$ cat src/include/tamc_params.svh
// Offsets, field positions, reset values and timing counts of the trigger/arm control.
`ifndef TAMC_PARAMS_SVH
`define TAMC_PARAMS_SVH

// Register byte offsets.
`define TAMC_REG_CTRL       8'h00
`define TAMC_REG_CMD        8'h04
`define TAMC_REG_TRIG_PER   8'h08
`define TAMC_REG_DELAY0     8'h0c
`define TAMC_REG_STATUS     8'h1c

// Control register fields.
`define TAMC_CTRL_CONT      0
`define TAMC_CTRL_GATE      1
`define TAMC_CTRL_EXTARM    2
`define TAMC_CTRL_ENBLK     3
`define TAMC_CTRL_TRBLK     4
`define TAMC_CTRL_SYNC      5
`define TAMC_CTRL_TSLOPE    6
`define TAMC_CTRL_ESLOPE    8
`define TAMC_CTRL_TSRC      10
`define TAMC_CTRL_ENSRC     12
`define TAMC_CTRL_RST       13'h0000

// Command register bits, each a one-shot action on write.
`define TAMC_CMD_START      0
`define TAMC_CMD_HALT       1
`define TAMC_CMD_TRIG       2
`define TAMC_CMD_ENABLE     3
`define TAMC_CMD_ARM        4
`define TAMC_CMD_GOPEN      5
`define TAMC_CMD_GCLOSE     6

// Internal generator period in clock cycles; zero stops the generator.
`define TAMC_TRIG_PER_RST   32'h0000_0000

// Sample delay range and reset value.
`define TAMC_DELAY_MAX      7'h5f
`define TAMC_DELAY_RST      7'h00

// Synchronous input operation: events are released on a grid of this many cycles.
`define TAMC_SYNC_PERIOD_NS 80
`define TAMC_CLK_PERIOD_NS  10
`define TAMC_SYNC_CYCLES    (`TAMC_SYNC_PERIOD_NS / `TAMC_CLK_PERIOD_NS)

`endif

$ cat src/include/tamc_pkg.sv
// Types shared by the trigger/arm control files.
`default_nettype none
package tamc_pkg;
  typedef enum logic [1:0] {
    TAMC_MODE_TRIGGERED  = 2'b00,
    TAMC_MODE_GATED      = 2'b01,
    TAMC_MODE_CONTINUOUS = 2'b10
  } tamc_mode_e;

  typedef enum logic [1:0] {
    TAMC_SLOPE_RISE = 2'b00,
    TAMC_SLOPE_FALL = 2'b01,
    TAMC_SLOPE_BOTH = 2'b10
  } tamc_slope_e;

  typedef enum logic [1:0] {
    TAMC_SRC_TRIGGER  = 2'b00,
    TAMC_SRC_EVENT    = 2'b01,
    TAMC_SRC_INTERNAL = 2'b10
  } tamc_src_e;

  typedef enum logic [1:0] {
    TAMC_ST_IDLE     = 2'b00,
    TAMC_ST_WAIT_ARM = 2'b01,
    TAMC_ST_EXTERNAL_ARMING    = 2'b10,
    TAMC_ST_RUN      = 2'b11
  } tamc_state_e;
endpackage
`default_nettype wire

$ cat src/rtl/tamc_delay_mem.sv
// Circular sample memory of one channel with a registered read port.
`default_nettype none
module tamc_delay_mem #(
  parameter int WIDTH = 8,
  parameter int DEPTH = 128,
  parameter int AW    = 7
) (
  input  wire logic             sys_clk_in,
  input  wire logic             wr_en_in,
  input  wire logic [AW-1:0]    wr_addr_in,
  input  wire logic [WIDTH-1:0] wr_data_in,
  input  wire logic [AW-1:0]    rd_addr_in,
  output var  logic [WIDTH-1:0] rd_data_out
);
  logic [WIDTH-1:0] mem [DEPTH];

  // Write and registered read; the two addresses never coincide in use.
  always_ff @(posedge sys_clk_in)
  begin
    if (wr_en_in)
    begin
      mem[wr_addr_in] <= wr_data_in;
    end
    rd_data_out <= mem[rd_addr_in];
  end
endmodule
`default_nettype wire

$ cat src/rtl/tamc_top.sv
// Trigger, arming and run mode control with per-channel sample delay.
//
// Behaviour
// - Each channel delays its samples by 0 to 95 sample clock periods.
// - Continuous run setting on gives continuous mode, gating setting ignored.
// - Continuous off: gating off gives triggered mode, gating on gives gated.
// - Start command starts all four channels together.
// - Arming is either self-arming or waits for an explicit arm command.
// - Trigger input edge detector responds to rising, falling or both edges.
// - Trigger source is trigger input, event input or internal generator.
// - Internal generator makes periodic triggers at a programmable rate.
// - Trigger and event inputs share asynchronous or synchronous edge handling.
// - Event input edge detector responds to rising, falling or both edges.
// - Enable event hardware source is trigger input or event input.
// - Enable hardware block set: enable events only from software command.
// - Enable hardware unblocked: software command or selected input both count.
// - Trigger hardware block set: triggers only from software command.
// - Trigger unblocked: software command or the source selected by trig_src (trigger input, event input or internal generator) both count.
// - In gated mode software gate command opens and closes the gate.
// - Halt command stops generation on all channels.
//
// Local design decisions: strobed register access and the address map.
`include "tamc_params.svh"
`default_nettype none
module tamc_top #(
  parameter int NCH    = 4,
  parameter int SWIDTH = 8,
  parameter int DEPTH  = 128,
  parameter int AW     = 7
) (
  input  wire logic                   sys_clk_in,
  input  wire logic                   sys_rst_in,
  input  wire logic [7:0]             reg_addr_in,
  input  wire logic [31:0]            reg_wdata_in,
  input  wire logic                   reg_wr_in,
  input  wire logic                   reg_rd_in,
  output var  logic [31:0]            reg_rdata_out,
  input  wire logic                   trig_pin_in,
  input  wire logic                   event_pin_in,
  input  wire logic [NCH*SWIDTH-1:0]  sample_in,
  output var  logic [NCH*SWIDTH-1:0]  sample_out,
  output var  logic [NCH-1:0]         run_out,
  output var  logic                   trigger_event_out,
  output var  logic                   enable_event_out,
  output var  tamc_pkg::tamc_mode_e   mode_out
);
  import tamc_pkg::*;

  // Decodes an edge of a synchronised pin according to the slope setting.
  function automatic logic edge_hit(input logic cur, input logic prev,
                                    input logic [1:0] slope);
    logic rise;
    logic fall;
    rise = cur & ~prev;
    fall = ~cur & prev;
    case (slope)
      TAMC_SLOPE_RISE: edge_hit = rise;
      TAMC_SLOPE_FALL: edge_hit = fall;
      TAMC_SLOPE_BOTH: edge_hit = rise | fall;
      default:         edge_hit = 1'b0;
    endcase
  endfunction

  // Software settings.
  logic [12:0]      ctrl;
  logic [31:0]      trig_period;
  logic [6:0]       delay [NCH];
  logic             wr_ctrl;
  logic             wr_cmd;
  logic             wr_per;
  logic [6:0]       wdata_delay;

  // Command pulses, one cycle after the write.
  logic             cmd_start;
  logic             cmd_halt;
  logic             cmd_trig;
  logic             cmd_enable;
  logic             cmd_arm;
  logic             cmd_gopen;
  logic             cmd_gclose;

  // Field views of the control word.
  logic             cont_run_select;
  logic             gate_select;
  logic             external_arming;
  logic             enable_block;
  logic             trigger_block;
  logic             sync_oper;
  logic [1:0]       trig_slope;
  logic [1:0]       event_slope;
  logic [1:0]       trig_src;
  logic             enable_src;

  assign cont_run_select = ctrl[`TAMC_CTRL_CONT];
  assign gate_select     = ctrl[`TAMC_CTRL_GATE];
  assign external_arming = ctrl[`TAMC_CTRL_EXTARM];
  assign enable_block    = ctrl[`TAMC_CTRL_ENBLK];
  assign trigger_block   = ctrl[`TAMC_CTRL_TRBLK];
  assign sync_oper       = ctrl[`TAMC_CTRL_SYNC];
  assign trig_slope      = ctrl[`TAMC_CTRL_TSLOPE+1:`TAMC_CTRL_TSLOPE];
  assign event_slope     = ctrl[`TAMC_CTRL_ESLOPE+1:`TAMC_CTRL_ESLOPE];
  assign trig_src        = ctrl[`TAMC_CTRL_TSRC+1:`TAMC_CTRL_TSRC];
  assign enable_src      = ctrl[`TAMC_CTRL_ENSRC];

  // Register write decode.
  assign wr_ctrl = reg_wr_in && (reg_addr_in == `TAMC_REG_CTRL);
  assign wr_cmd  = reg_wr_in && (reg_addr_in == `TAMC_REG_CMD);
  assign wr_per  = reg_wr_in && (reg_addr_in == `TAMC_REG_TRIG_PER);

  // delay clamp: values above 95 are held at 95 so the read never overtakes the write.
  assign wdata_delay = (reg_wdata_in[6:0] > `TAMC_DELAY_MAX) ? `TAMC_DELAY_MAX
                                                             : reg_wdata_in[6:0];

  // Control and period registers.
  always_ff @(posedge sys_clk_in)
  begin
    if (sys_rst_in)
    begin
      ctrl        <= `TAMC_CTRL_RST;
      trig_period <= `TAMC_TRIG_PER_RST;
    end
    else
    begin
      if (wr_ctrl)
      begin
        ctrl <= reg_wdata_in[12:0];
      end
      if (wr_per)
      begin
        trig_period <= reg_wdata_in;
      end
    end
  end

  // Per-channel delay registers, one word each.
  genvar g;
  generate
    for (g = 0; g < NCH; g++)
    begin : g_dly
      always_ff @(posedge sys_clk_in)
      begin
        if (sys_rst_in)
        begin
          delay[g] <= `TAMC_DELAY_RST;
        end
        else if (reg_wr_in && (reg_addr_in == 8'(`TAMC_REG_DELAY0 + 4 * g)))
        begin
          delay[g] <= wdata_delay;
        end
      end
    end
  endgenerate

  // Command pulses; a write with no bit set does nothing.
  always_ff @(posedge sys_clk_in)
  begin
    if (sys_rst_in)
    begin
      cmd_start  <= 1'b0;
      cmd_halt   <= 1'b0;
      cmd_trig   <= 1'b0;
      cmd_enable <= 1'b0;
      cmd_arm    <= 1'b0;
      cmd_gopen  <= 1'b0;
      cmd_gclose <= 1'b0;
    end
    else
    begin
      cmd_start  <= wr_cmd & reg_wdata_in[`TAMC_CMD_START];
      cmd_halt   <= wr_cmd & reg_wdata_in[`TAMC_CMD_HALT];
      cmd_trig   <= wr_cmd & reg_wdata_in[`TAMC_CMD_TRIG];
      cmd_enable <= wr_cmd & reg_wdata_in[`TAMC_CMD_ENABLE];
      cmd_arm    <= wr_cmd & reg_wdata_in[`TAMC_CMD_ARM];
      cmd_gopen  <= wr_cmd & reg_wdata_in[`TAMC_CMD_GOPEN];
      cmd_gclose <= wr_cmd & reg_wdata_in[`TAMC_CMD_GCLOSE];
    end
  end

  // pin synchronisers: two flops, then a third stage for edge history.
  logic [1:0] trig_sync;
  logic [1:0] event_sync;
  logic       trig_prev;
  logic       event_prev;
  always_ff @(posedge sys_clk_in)
  begin
    if (sys_rst_in)
    begin
      trig_sync  <= 2'b00;
      event_sync <= 2'b00;
      trig_prev  <= 1'b0;
      event_prev <= 1'b0;
    end
    else
    begin
      trig_sync  <= {trig_sync[0], trig_pin_in};
      event_sync <= {event_sync[0], event_pin_in};
      trig_prev  <= trig_sync[1];
      event_prev <= event_sync[1];
    end
  end

  logic trig_edge;
  logic event_edge;
  assign trig_edge  = edge_hit(trig_sync[1], trig_prev, trig_slope);
  assign event_edge = edge_hit(event_sync[1], event_prev, event_slope);

  // Grid for synchronous operation.
  localparam int SYNC_N = (`TAMC_SYNC_CYCLES < 1) ? 1 : `TAMC_SYNC_CYCLES;
  logic [7:0] sync_cnt;
  logic       sync_tick;
  assign sync_tick = (sync_cnt == 8'(SYNC_N - 1));
  always_ff @(posedge sys_clk_in)
  begin
    if (sys_rst_in)
    begin
      sync_cnt <= 8'h00;
    end
    else
    begin
      sync_cnt <= sync_tick ? 8'h00 : sync_cnt + 8'h01;
    end
  end

  // shared operation: asynchronous passes edges at once, synchronous holds them for the grid.
  logic trig_pend;
  logic event_pend;
  logic trig_ev;
  logic event_ev;
  assign trig_ev  = sync_oper ? (sync_tick & (trig_pend | trig_edge)) : trig_edge;
  assign event_ev = sync_oper ? (sync_tick & (event_pend | event_edge)) : event_edge;
  always_ff @(posedge sys_clk_in)
  begin
    if (sys_rst_in || !sync_oper)
    begin
      trig_pend  <= 1'b0;
      event_pend <= 1'b0;
    end
    else
    begin
      // A new edge in the release cycle is released with it, never lost.
      trig_pend  <= (trig_pend | trig_edge) & ~sync_tick;
      event_pend <= (event_pend | event_edge) & ~sync_tick;
    end
  end

  // internal generator: one pulse every trig_period cycles.
  logic [31:0] gen_cnt;
  logic        gen_ev;
  assign gen_ev = (trig_period != 32'h0) && (gen_cnt >= trig_period - 32'h1);
  always_ff @(posedge sys_clk_in)
  begin
    if (sys_rst_in || wr_per || gen_ev)
    begin
      gen_cnt <= 32'h0;
    end
    else
    begin
      gen_cnt <= gen_cnt + 32'h1;
    end
  end

  logic hw_trig;
  always_comb
  begin
    case (trig_src)
      TAMC_SRC_TRIGGER:  hw_trig = trig_ev;
      TAMC_SRC_EVENT:    hw_trig = event_ev;
      TAMC_SRC_INTERNAL: hw_trig = gen_ev;
      default:           hw_trig = 1'b0;
    endcase
  end

  logic trig_any;
  logic enable_any;
  assign trig_any   = cmd_trig | (~trigger_block & hw_trig);
  assign enable_any = cmd_enable | (~enable_block & (enable_src ? event_ev : trig_ev));

  tamc_mode_e mode;
  assign mode = cont_run_select ? TAMC_MODE_CONTINUOUS
              : (gate_select ? TAMC_MODE_GATED : TAMC_MODE_TRIGGERED);

  // software gate; halt closes it so a restart begins shut.
  logic gate_open;
  always_ff @(posedge sys_clk_in)
  begin
    if (sys_rst_in || cmd_halt)
    begin
      gate_open <= 1'b0;
    end
    else if (cmd_gopen)
    begin
      gate_open <= 1'b1;
    end
    else if (cmd_gclose)
    begin
      gate_open <= 1'b0;
    end
  end

  // Run state machine shared by all channels.
  tamc_state_e state;
  tamc_state_e next_state;
  always_comb
  begin
    next_state = state;
    case (state)
      TAMC_ST_IDLE:
      begin
        if (cmd_start)
        begin
          next_state = external_arming ? TAMC_ST_WAIT_ARM : TAMC_ST_EXTERNAL_ARMING;
        end
      end
      TAMC_ST_WAIT_ARM:
      begin
        if (cmd_arm)
        begin
          next_state = TAMC_ST_EXTERNAL_ARMING;
        end
      end
      TAMC_ST_EXTERNAL_ARMING:
      begin
        case (mode)
          TAMC_MODE_CONTINUOUS: next_state = TAMC_ST_RUN;
          TAMC_MODE_GATED:      next_state = gate_open ? TAMC_ST_RUN : TAMC_ST_EXTERNAL_ARMING;
          default:              next_state = trig_any ? TAMC_ST_RUN : TAMC_ST_EXTERNAL_ARMING;
        endcase
      end
      TAMC_ST_RUN:
      begin
        // closing the gate pauses output until it opens again.
        if (mode == TAMC_MODE_GATED && !gate_open)
        begin
          next_state = TAMC_ST_EXTERNAL_ARMING;
        end
      end
      default: next_state = TAMC_ST_IDLE;
    endcase
    if (cmd_halt)
    begin
      next_state = TAMC_ST_IDLE;
    end
  end

  always_ff @(posedge sys_clk_in)
  begin
    if (sys_rst_in)
    begin
      state <= TAMC_ST_IDLE;
    end
    else
    begin
      state <= next_state;
    end
  end

  // Registered outputs; all channels share one run flag.
  always_ff @(posedge sys_clk_in)
  begin
    if (sys_rst_in)
    begin
      run_out           <= '0;
      trigger_event_out <= 1'b0;
      enable_event_out  <= 1'b0;
      mode_out          <= TAMC_MODE_TRIGGERED;
    end
    else
    begin
      run_out           <= {NCH{next_state == TAMC_ST_RUN}};
      trigger_event_out <= trig_any;
      enable_event_out  <= enable_any;
      mode_out          <= mode;
    end
  end

  // delay lines: write pointer shared, read lags by delay plus one.
  logic [AW-1:0] wptr;
  always_ff @(posedge sys_clk_in)
  begin
    if (sys_rst_in)
    begin
      wptr <= '0;
    end
    else
    begin
      wptr <= wptr + AW'(1);
    end
  end

  generate
    for (g = 0; g < NCH; g++)
    begin : g_mem
      tamc_delay_mem #(
        .WIDTH (SWIDTH),
        .DEPTH (DEPTH),
        .AW    (AW)
      ) tamc_delay_mem_i (
        .sys_clk_in  (sys_clk_in),
        .wr_en_in    (1'b1),
        .wr_addr_in  (wptr),
        .wr_data_in  (sample_in[g*SWIDTH +: SWIDTH]),
        .rd_addr_in  (wptr - AW'(delay[g]) - AW'(1)),
        .rd_data_out (sample_out[g*SWIDTH +: SWIDTH])
      );
    end
  endgenerate

  // Read data stand one cycle after the read strobe; unmapped addresses read zero.
  always_ff @(posedge sys_clk_in)
  begin
    if (sys_rst_in)
    begin
      reg_rdata_out <= 32'h0;
    end
    else if (reg_rd_in)
    begin
      reg_rdata_out <= 32'h0;
      case (reg_addr_in)
        `TAMC_REG_CTRL:     reg_rdata_out <= {19'h0, ctrl};
        `TAMC_REG_TRIG_PER: reg_rdata_out <= trig_period;
        `TAMC_REG_STATUS:   reg_rdata_out <= {27'h0, gate_open, mode, state};
        default:
        begin
          for (int i = 0; i < NCH; i++)
          begin
            if (reg_addr_in == 8'(`TAMC_REG_DELAY0 + 4 * i))
            begin
              reg_rdata_out <= {25'h0, delay[i]};
            end
          end
        end
      endcase
    end
    else
    begin
      reg_rdata_out <= 32'h0;
    end
  end
endmodule
`default_nettype wire

$ cat config.mk
export PLATFORM = sky130hd
export DESIGN_NAME = tamc_top
export DESIGN_NICKNAME = d
export VERILOG_FILES = /design/src/include/tamc_pkg.sv /design/src/rtl/tamc_delay_mem.sv /design/src/rtl/tamc_top.sv
export VERILOG_INCLUDE_DIRS = /design/src /design/src/include
export SDC_FILE = /design/constraint.sdc
export NUM_CORES = 2
export LEC_CHECK = 0
export ABC_CLOCK_PERIOD_IN_PS = 3810
export BUFFER_PORTS_ARGS = -buffer_cell sky130_fd_sc_hd__buf_2
export CAP_MARGIN = 10
export CORE_MARGIN = 5
export CORE_UTILIZATION = 53
export CTS_BUF_LIST = sky130_fd_sc_hd__clkbuf_2
export CTS_CLUSTER_SIZE = 16
export DETAILED_ROUTE_END_ITERATION = 10
export PLACE_DENSITY = 0.71
export SLEW_MARGIN = 20
export SYNTH_ARGS = -nofsm -noshare
export SYNTH_HDL_FRONTEND = slang
export SYNTH_MEMORY_MAX_BITS = 65536
export SYNTH_SLANG_ARGS = --single-unit
export TNS_END_PERCENT = 5
$ cat constraint.sdc
create_clock -name sys_clk_in -period 3.81 [get_ports sys_clk_in]
set_input_delay 0.381 -clock sys_clk_in [delete_from_list [all_inputs] [get_ports sys_clk_in]]
set_output_delay 0.381 -clock sys_clk_in [all_outputs]
set_load 0.01 [all_outputs]
======== Yosys cells after proc, flatten, opt, wreduce, memory -nomap -nowiden ========
Memories as Yosys holds them, arrays and structs flattened. A register that Yosys moved wholly into a read port is not among the register bits.
Cells that the tools add are included.
word-level totals
  output and inout port bits .............. 72
  memory bits (writable) .................. 4,124
  word-level logic and storage cells ...... 166
  bits in registers ....................... 147
  bits of input ports ..................... 78
  memories ................................ 5
memory list
  memory                         depth  bits a word  read ports  clocked after memory_dff  wr ports  RTL line              source
  g_mem[0].tamc_delay_mem_i.mem  128    8            1           1                         1         tamc_delay_mem.sv:15  logic [WIDTH-1:0] mem [DEPTH];
  g_mem[1].tamc_delay_mem_i.mem  128    8            1           1                         1         tamc_delay_mem.sv:15
  g_mem[2].tamc_delay_mem_i.mem  128    8            1           1                         1         tamc_delay_mem.sv:15
  g_mem[3].tamc_delay_mem_i.mem  128    8            1           1                         1         tamc_delay_mem.sv:15
  delay                          4      7            4           0                         4         tamc_top.sv:67        logic [6:0] delay [NCH];
cells by class
  multiplexer cells ....................... 43
  bitwise gates (word level) .............. 35
  add/sub/neg operators ................... 12
  reduce and logical (&&, ||, !) cells .... 24
  eq/ne operators ......................... 20
  $lt $le $gt $ge ......................... 2
operators with widths
  kind                                                                  count
  32-bit two-way mux                                                    3
  32-bit case mux with 3 select lines                                   1
  7-bit two-way mux                                                     6
  32-bit by 1-bit adder with 32-bit output, second input constant       1
  8-bit by 5-bit == test with 1-bit output, second input constant       4
  32-bit >= comparator                                                  1
  32-bit nonzero test                                                   1
  32-bit by 1-bit subtractor with 32-bit output, second input constant  1
  7-bit by 1-bit subtractor with 7-bit output, second input constant    4
  7-bit subtractor                                                      4
  1-bit two-way mux                                                     22
  1-bit bitwise AND                                                     17
  8-bit by 3-bit == test with 1-bit output, second input constant       2
  8-bit by 4-bit == test with 1-bit output, second input constant       2
  2-bit == test, second input constant                                  7
  2-bit two-way mux                                                     6
  2-bit by 1-bit == test with 1-bit output, second input constant       5
  1-bit bitwise OR                                                      10
  1-bit logical AND                                                     9
  1-bit case mux with 3 select lines                                    3
  8-bit by 1-bit adder with 8-bit output, second input constant         1
  2-bit zero test                                                       4
  8-bit zero test                                                       1
  1-bit NOT                                                             8
  8 further kinds                                                       13

======== Depth between registers and ports, before layout ========
  depth after elaboration ................. 15
  gate-level depth with buffers ........... 16
  gate-level depth less buffers ........... 15

======== Cells and area by module ========
A second synthesis with hierarchy kept.
second synthesis, totals
  cells, all modules ...................... 7,538
  area, all modules ....................... 167,829.7 um2
modules (own cells, without submodules)
  module          times used  area an instance (um2)  seq. area each (um2)  cells each
  tamc_delay_mem  4           39,665.5                30,909.6              1,635
  tamc_top        1           9,167.5                 3,783.6               998

======== Least setup slack after synthesis ========
No wires, ideal clock.
  path kind ............................... reg-to-reg
  start ................................... register trig_period[2]
  end ..................................... register gen_cnt[27]
  path slack .............................. -0.099 ns
  library setup time ...................... 0.062 ns
  path buffers ............................ 1
  data required time ...................... 3.748 ns
  arrival ................................. 3.846 ns
  cell stages (with the launch flop) ...... 17
  period minus slack after synthesis ...... 3.909 ns
  cell sequence ........................... dfxtp_1 -> or4_1 -> nor3_1 -> nand2_1 -> nor4_2 -> and3_1 -> nand2_1 -> xor2_1 -> ha_1 -> a21o_1 -> a21o_1 -> a22oi_1 -> o211ai_1 -> a31o_2 -> a211o_1 -> buf_6 -> nor2_2
between the ends
  word-level cells in the longest chain between the ends .. 4
  elaborated cells on any way between the ends .. 5
  those cells by class .................... add/sub: 1; order compare: 1; reduce/logical: 3
ends and longest elaborated chain
  item                                           RTL line         source
  start, declared                                tamc_top.sv:66   logic [31:0] trig_period;
  start signal, assigned                         tamc_top.sv:120  trig_period <= `TAMC_TRIG_PER_RST;
  start signal, assigned                         tamc_top.sv:130  trig_period <= reg_wdata_in;
  32-bit by 1-bit subtractor with 32-bit output  tamc_top.sv:249  assign gen_ev = (trig_period != 32'h0) && (gen_cnt >= trig_period - 32'h1);
  32-bit >= comparator                           tamc_top.sv:249
  1-bit logical AND *                            tamc_top.sv:249
  1-bit logical OR *                             tamc_top.sv:252  if (sys_rst_in || wr_per || gen_ev)
  end signal, assigned                           tamc_top.sv:258  gen_cnt <= gen_cnt + 32'h1;
  end, declared                                  tamc_top.sv:247  logic [31:0] gen_cnt;
Every way passes the cells marked *; elsewhere a longest branch is shown, timed or not.
A chain may end at the register's enable or synchronous reset.

==> metrics.md <==
| Metric | Value |
|---|---|
| Status | `complete, but fails checks` |
| Violated checks | `setup timing` |
| Critical path launch point type | `register` |
| Flops & latches, synth | `around 4300` |
| Number of nets still failing antenna checks after routing | `0` |
| Die boundary width | `569 um` |
| Maximum level of the CTS H-tree | `7` |
| Required time at the endpoint of the critical path | `just under 6000 ps` |
| Headroom to the max-slew limit | `0.248` |
| Slowest CP cell | `sky130_fd_sc_hd__fa_4` |
| Vias per cell | `roughly 6.2` |
| Post-route clock skew | `between 150 and 200 ps` |
| Number of nets at the end of the flow | `9100` |
| Startpoint-to-endpoint class of the critical path | `reg -> reg` |
| Total wirelength of the detailed-routed design | `around 430000 um` |
| Layout cell share with drive strength beyond 1 | `0.402` |
| Levels on crit path | `12` |
| Max-capacitance violation count | `0` |
| Cells after Synth | `roughly 7200` |
| CP Cell Sequence | `inv_2, ha_4, inv_1, fa_4, buf_12, buf_4, mux4_2, mux4_2, mux2i_1, mux2i_1, buf_4, a22o_1` |
| Endpoint type of the worst setup path | `register` |
| Buffering stage count on the worst path with inverters included | `5` |
| Pin count of the biggest net entering global routing | `129` |
| Top library cells by usage in the layout, fill and taps aside | `sky130_fd_sc_hd__edfxtp_1, sky130_fd_sc_hd__clkbuf_2, sky130_fd_sc_hd__mux4_2, sky130_fd_sc_hd__buf_4, sky130_fd_sc_hd__dlygate4sd3_1` |
| Mean instance size in the synthesized netlist | `23.2 um^2` |
| Number of enable-type register cells in the synthesized netlist | `about 4100` |
| Area fraction in and, or, nand and nor cells after synthesis | `0.0168` |
| I/O pin cnt | `150` |
| Hold WC Path Type | `in -> reg` |
| Synth Flop Type | `sky130_fd_sc_hd__edfxtp_1` |
| Effective utilization at floorplan | `0.531` |
| Static leakage | `roughly 0.063 uW` |
| Number of global-route vias before repair | `about 90000` |
| Total of endpoints with negative setup slack in the final report | `49` |
| Routability Congestion | `0.914` |
| Clock buffer count from CTS | `around 1100` |
| Maximum ir drop on the vdd rail | `between 0.2 and 0.3 mV` |
| Count of different cell masters after synthesis | `58` |
| CTS root buffer | `sky130_fd_sc_hd__clkbuf_2` |
| DRC violation total after the first TritonRoute iteration | `11801` |
| Seq/Total Area, Yosys | `0.769` |
| Reg2reg path depth | `12` |
| Register clock-pin slew on the reported worst setup and hold paths | `approximately 120 ps` |
| Worst hold stages | `5` |
| Worst slack at placement | `-200 ps` |
| Critical Path Max Stage Delay | `around 840 ps` |
| Synthesized-area fraction occupied by xor and xnor cells | `0.00476` |
| CTS sink count | `4303` |
| Worst path top cell family by delay | `multiplexers` |
| Power density cells | `498 nW/um^2` |
| DRC violations left | `0` |
| Actual slew at the worst max-slew pin | `1130 ps` |
| Combinational family with the most area after synthesis | `multiplexers` |
| Achievable frequency | `roughly 250 MHz` |
| Wire length of the first global-routing pass | `614000 um` |
| HPWL Detailed | `between 200000 and 250000 um` |
| Via count | `85508` |
| Filler cell count in the final layout | `between 20000 and 25000` |
| Mapped Area | `between 150000 and 200000 um^2` |
| Worst EP arrival | `5970 ps` |
| Die Span Y | `approximately 570 um` |
| Clock tree from TritonCTS | `built` |
| Warnings from Yosys | `0` |
| Maximum buffer depth of the clock tree | `5` |
| Max-slew violation count | `0` |
| Most common cell after layout, fill and taps aside | `sky130_fd_sc_hd__edfxtp_1` |
| DR pass1 iterations | `9` |
| Share of flip-flops with an asynchronous set or reset | `0` |
| Setup repair after global routing missed its margin | `true` |
| Hold Vio Cnt, Final | `0` |
| Layout overhead on the synthesized area | `15.4%` |
| Final period util | `1.05` |
| Critical path peak fanout | `7` |
| Antenna violations before repair | `19` |
| Post-route total power | `95200 uW` |
| Quantity of I/O buffers inserted on ports | `149` |
| Number of nets produced by synthesis | `7300` |
| Min setup slack post-route | `-195 ps` |
| Multiplexer share of the synthesized area | `0.185` |
| Number of core rows | `between 200 and 250` |
| Final Critical Period | `4000 ps` |
| All-layer global routing usage | `0.268` |
| Standard cell core area | `~310000 um^2` |
| Die area | `approximately 320000 um^2` |
| WL per Instance | `30.9 um` |
| Synthesized-area fraction occupied by ao, oa, aoi and oai cells | `0.00873` |
| Worst hold slack across all endpoints | `322 ps` |
| Clk Latency, worst-skew pair | `between 2000 and 2500 ps` |
| Adder and majority gate portion of the synthesized area | `0.00532` |
| Residual overflow from global routing | `0` |
[path summary, 6_finish.rpt]
kind                                     from                                  endpoint  slack [ps]
worst min-delay path            sample_in[11]      g_mem[1].tamc_delay_mem_i.mem[53][3]         320
worst max-delay path              delay[1][0]  g_mem[1].tamc_delay_mem_i.rd_data_out[5]        -190
worst min register to register  event_sync[0]                             event_sync[1]         460
worst max register to register    delay[1][0]  g_mem[1].tamc_delay_mem_i.rd_data_out[5]        -190
[cell families (layout without fill, tap and decap cells)]
kind of cell / count (synthesis) / in the layout
XOR/XNOR: 90 / 90
flip-flops: 4303 / 4303
multiplexers: 1459 / 1459
other: 0 / 22
AO/OA/AOI/OAI: 230 / 230
AND/OR/NAND/NOR: 605 / 605
adder cells (fa/ha/maj): 68 / 68
buffers and inverters: 399 / 2869
[layout make-up]
| type | instances | area [um^2] | area share |
|---|---|---|---|
| Inverter | 53 | 199 | 0.00104 |
| Tap cell | 4140 | 5180 | 0.0271 |
| Clock buffer | 1543 | 7720 | 0.0404 |
| Clock inverter | 224 | 1050 | 0.00552 |
| Multi-Input combinational cell | 2452 | 38100 | 0.199 |
| Sequential cell | 4303 | 127000 | 0.667 |
| Timing Repair Buffer | 1049 | 11500 | 0.0599 |
| Antenna cell | 22 | 55.1 | 0.000288 |
[where the power goes]
| group | internal, uW | switching [uW] |
|---|---|---|
| logic | 6720 | 7420 |
| clock network | 11200 | 17500 |
| registers | 52000 | 346 |
[layer usage]
metal / vias up / track usage / wire [um]
met5: - / 0 / 34
met4: 6 / 0.122 / 18400
met3: 802 / 0.0745 / 49300
met2: 5571 / 0.410 / 203000
met1: 44539 / 0.364 / 155000
li1: 34590 / - / -
[registers in the layout, summed over array words and instances (netlist names), 2 cells and up]
signal and cells:
sync_cnt 8, g_mem.tamc_delay_mem_i.rd_data_out 32, mode_out 2, ctrl 13, trig_sync 2, g_mem.tamc_delay_mem_i.mem 4096, state 2, event_sync 2
gen_cnt 32, delay 28, reg_rdata_out 32, wptr 7, trig_period 32
[what timing repair did]
item,in CTS,in global routing
endpoints found under the hold margin,4299,0
buffers inserted,24,0
pin swaps,31,23
hold buffers,328,0
endpoints found under the setup margin,50,87
gates cloned,6,0
gates resized for setup,36,68
[cell usage after synthesis, types with 23 or more instances]
| cell type | number | area (um^2) |
|---|---|---|
| sky130_fd_sc_hd__a21oi_1 | 109 | 546 |
| sky130_fd_sc_hd__a22o_1 | 34 | 298 |
| sky130_fd_sc_hd__and2_1 | 34 | 213 |
| sky130_fd_sc_hd__buf_2 | 118 | 591 |
| sky130_fd_sc_hd__clkbuf_1 | 199 | 747 |
| sky130_fd_sc_hd__dfxtp_1 | 179 | 3580 |
| sky130_fd_sc_hd__edfxtp_1 | 4124 | 124000 |
| sky130_fd_sc_hd__ha_1 | 64 | 801 |
| sky130_fd_sc_hd__inv_1 | 53 | 199 |
| sky130_fd_sc_hd__mux2i_1 | 177 | 1770 |
| sky130_fd_sc_hd__mux4_2 | 1281 | 28900 |
| sky130_fd_sc_hd__nand2_1 | 177 | 664 |
| sky130_fd_sc_hd__nand3_1 | 32 | 160 |
| sky130_fd_sc_hd__nor2_1 | 237 | 890 |
| sky130_fd_sc_hd__nor3_1 | 23 | 115 |
| sky130_fd_sc_hd__o21ai_0 | 27 | 135 |
| sky130_fd_sc_hd__xnor2_1 | 45 | 394 |
| sky130_fd_sc_hd__xor2_1 | 45 | 394 |
[worst reg2reg max path, delay by kind of cell, from the launching register on]
family | cells | cell delay (ps)
AOI/OAI and AO/OA | 1 | 230
adders and majority gates | 2 | 980
buffers and inverters | 5 | 780
DFF | 1 | 430
muxes | 4 | 1400
[per-stage QoR]
stage | setup TNS, ps | std cells | cell area [um^2] | util
2_1_floorplan | 0 | 7154 | 166000 | -
3_3_place_gp | -9440 | 11640 | 178000 | 0.570
3_5_place_dp | -7890 | 11640 | 178000 | 0.570
4_1_cts | -267 | 13765 | 191000 | 0.612
5_1_grt | -6790 | 13780 | 191000 | 0.613
6_report | -3500 | 13786 | 191000 | 0.613
Power figures use the tool's default switching activity.
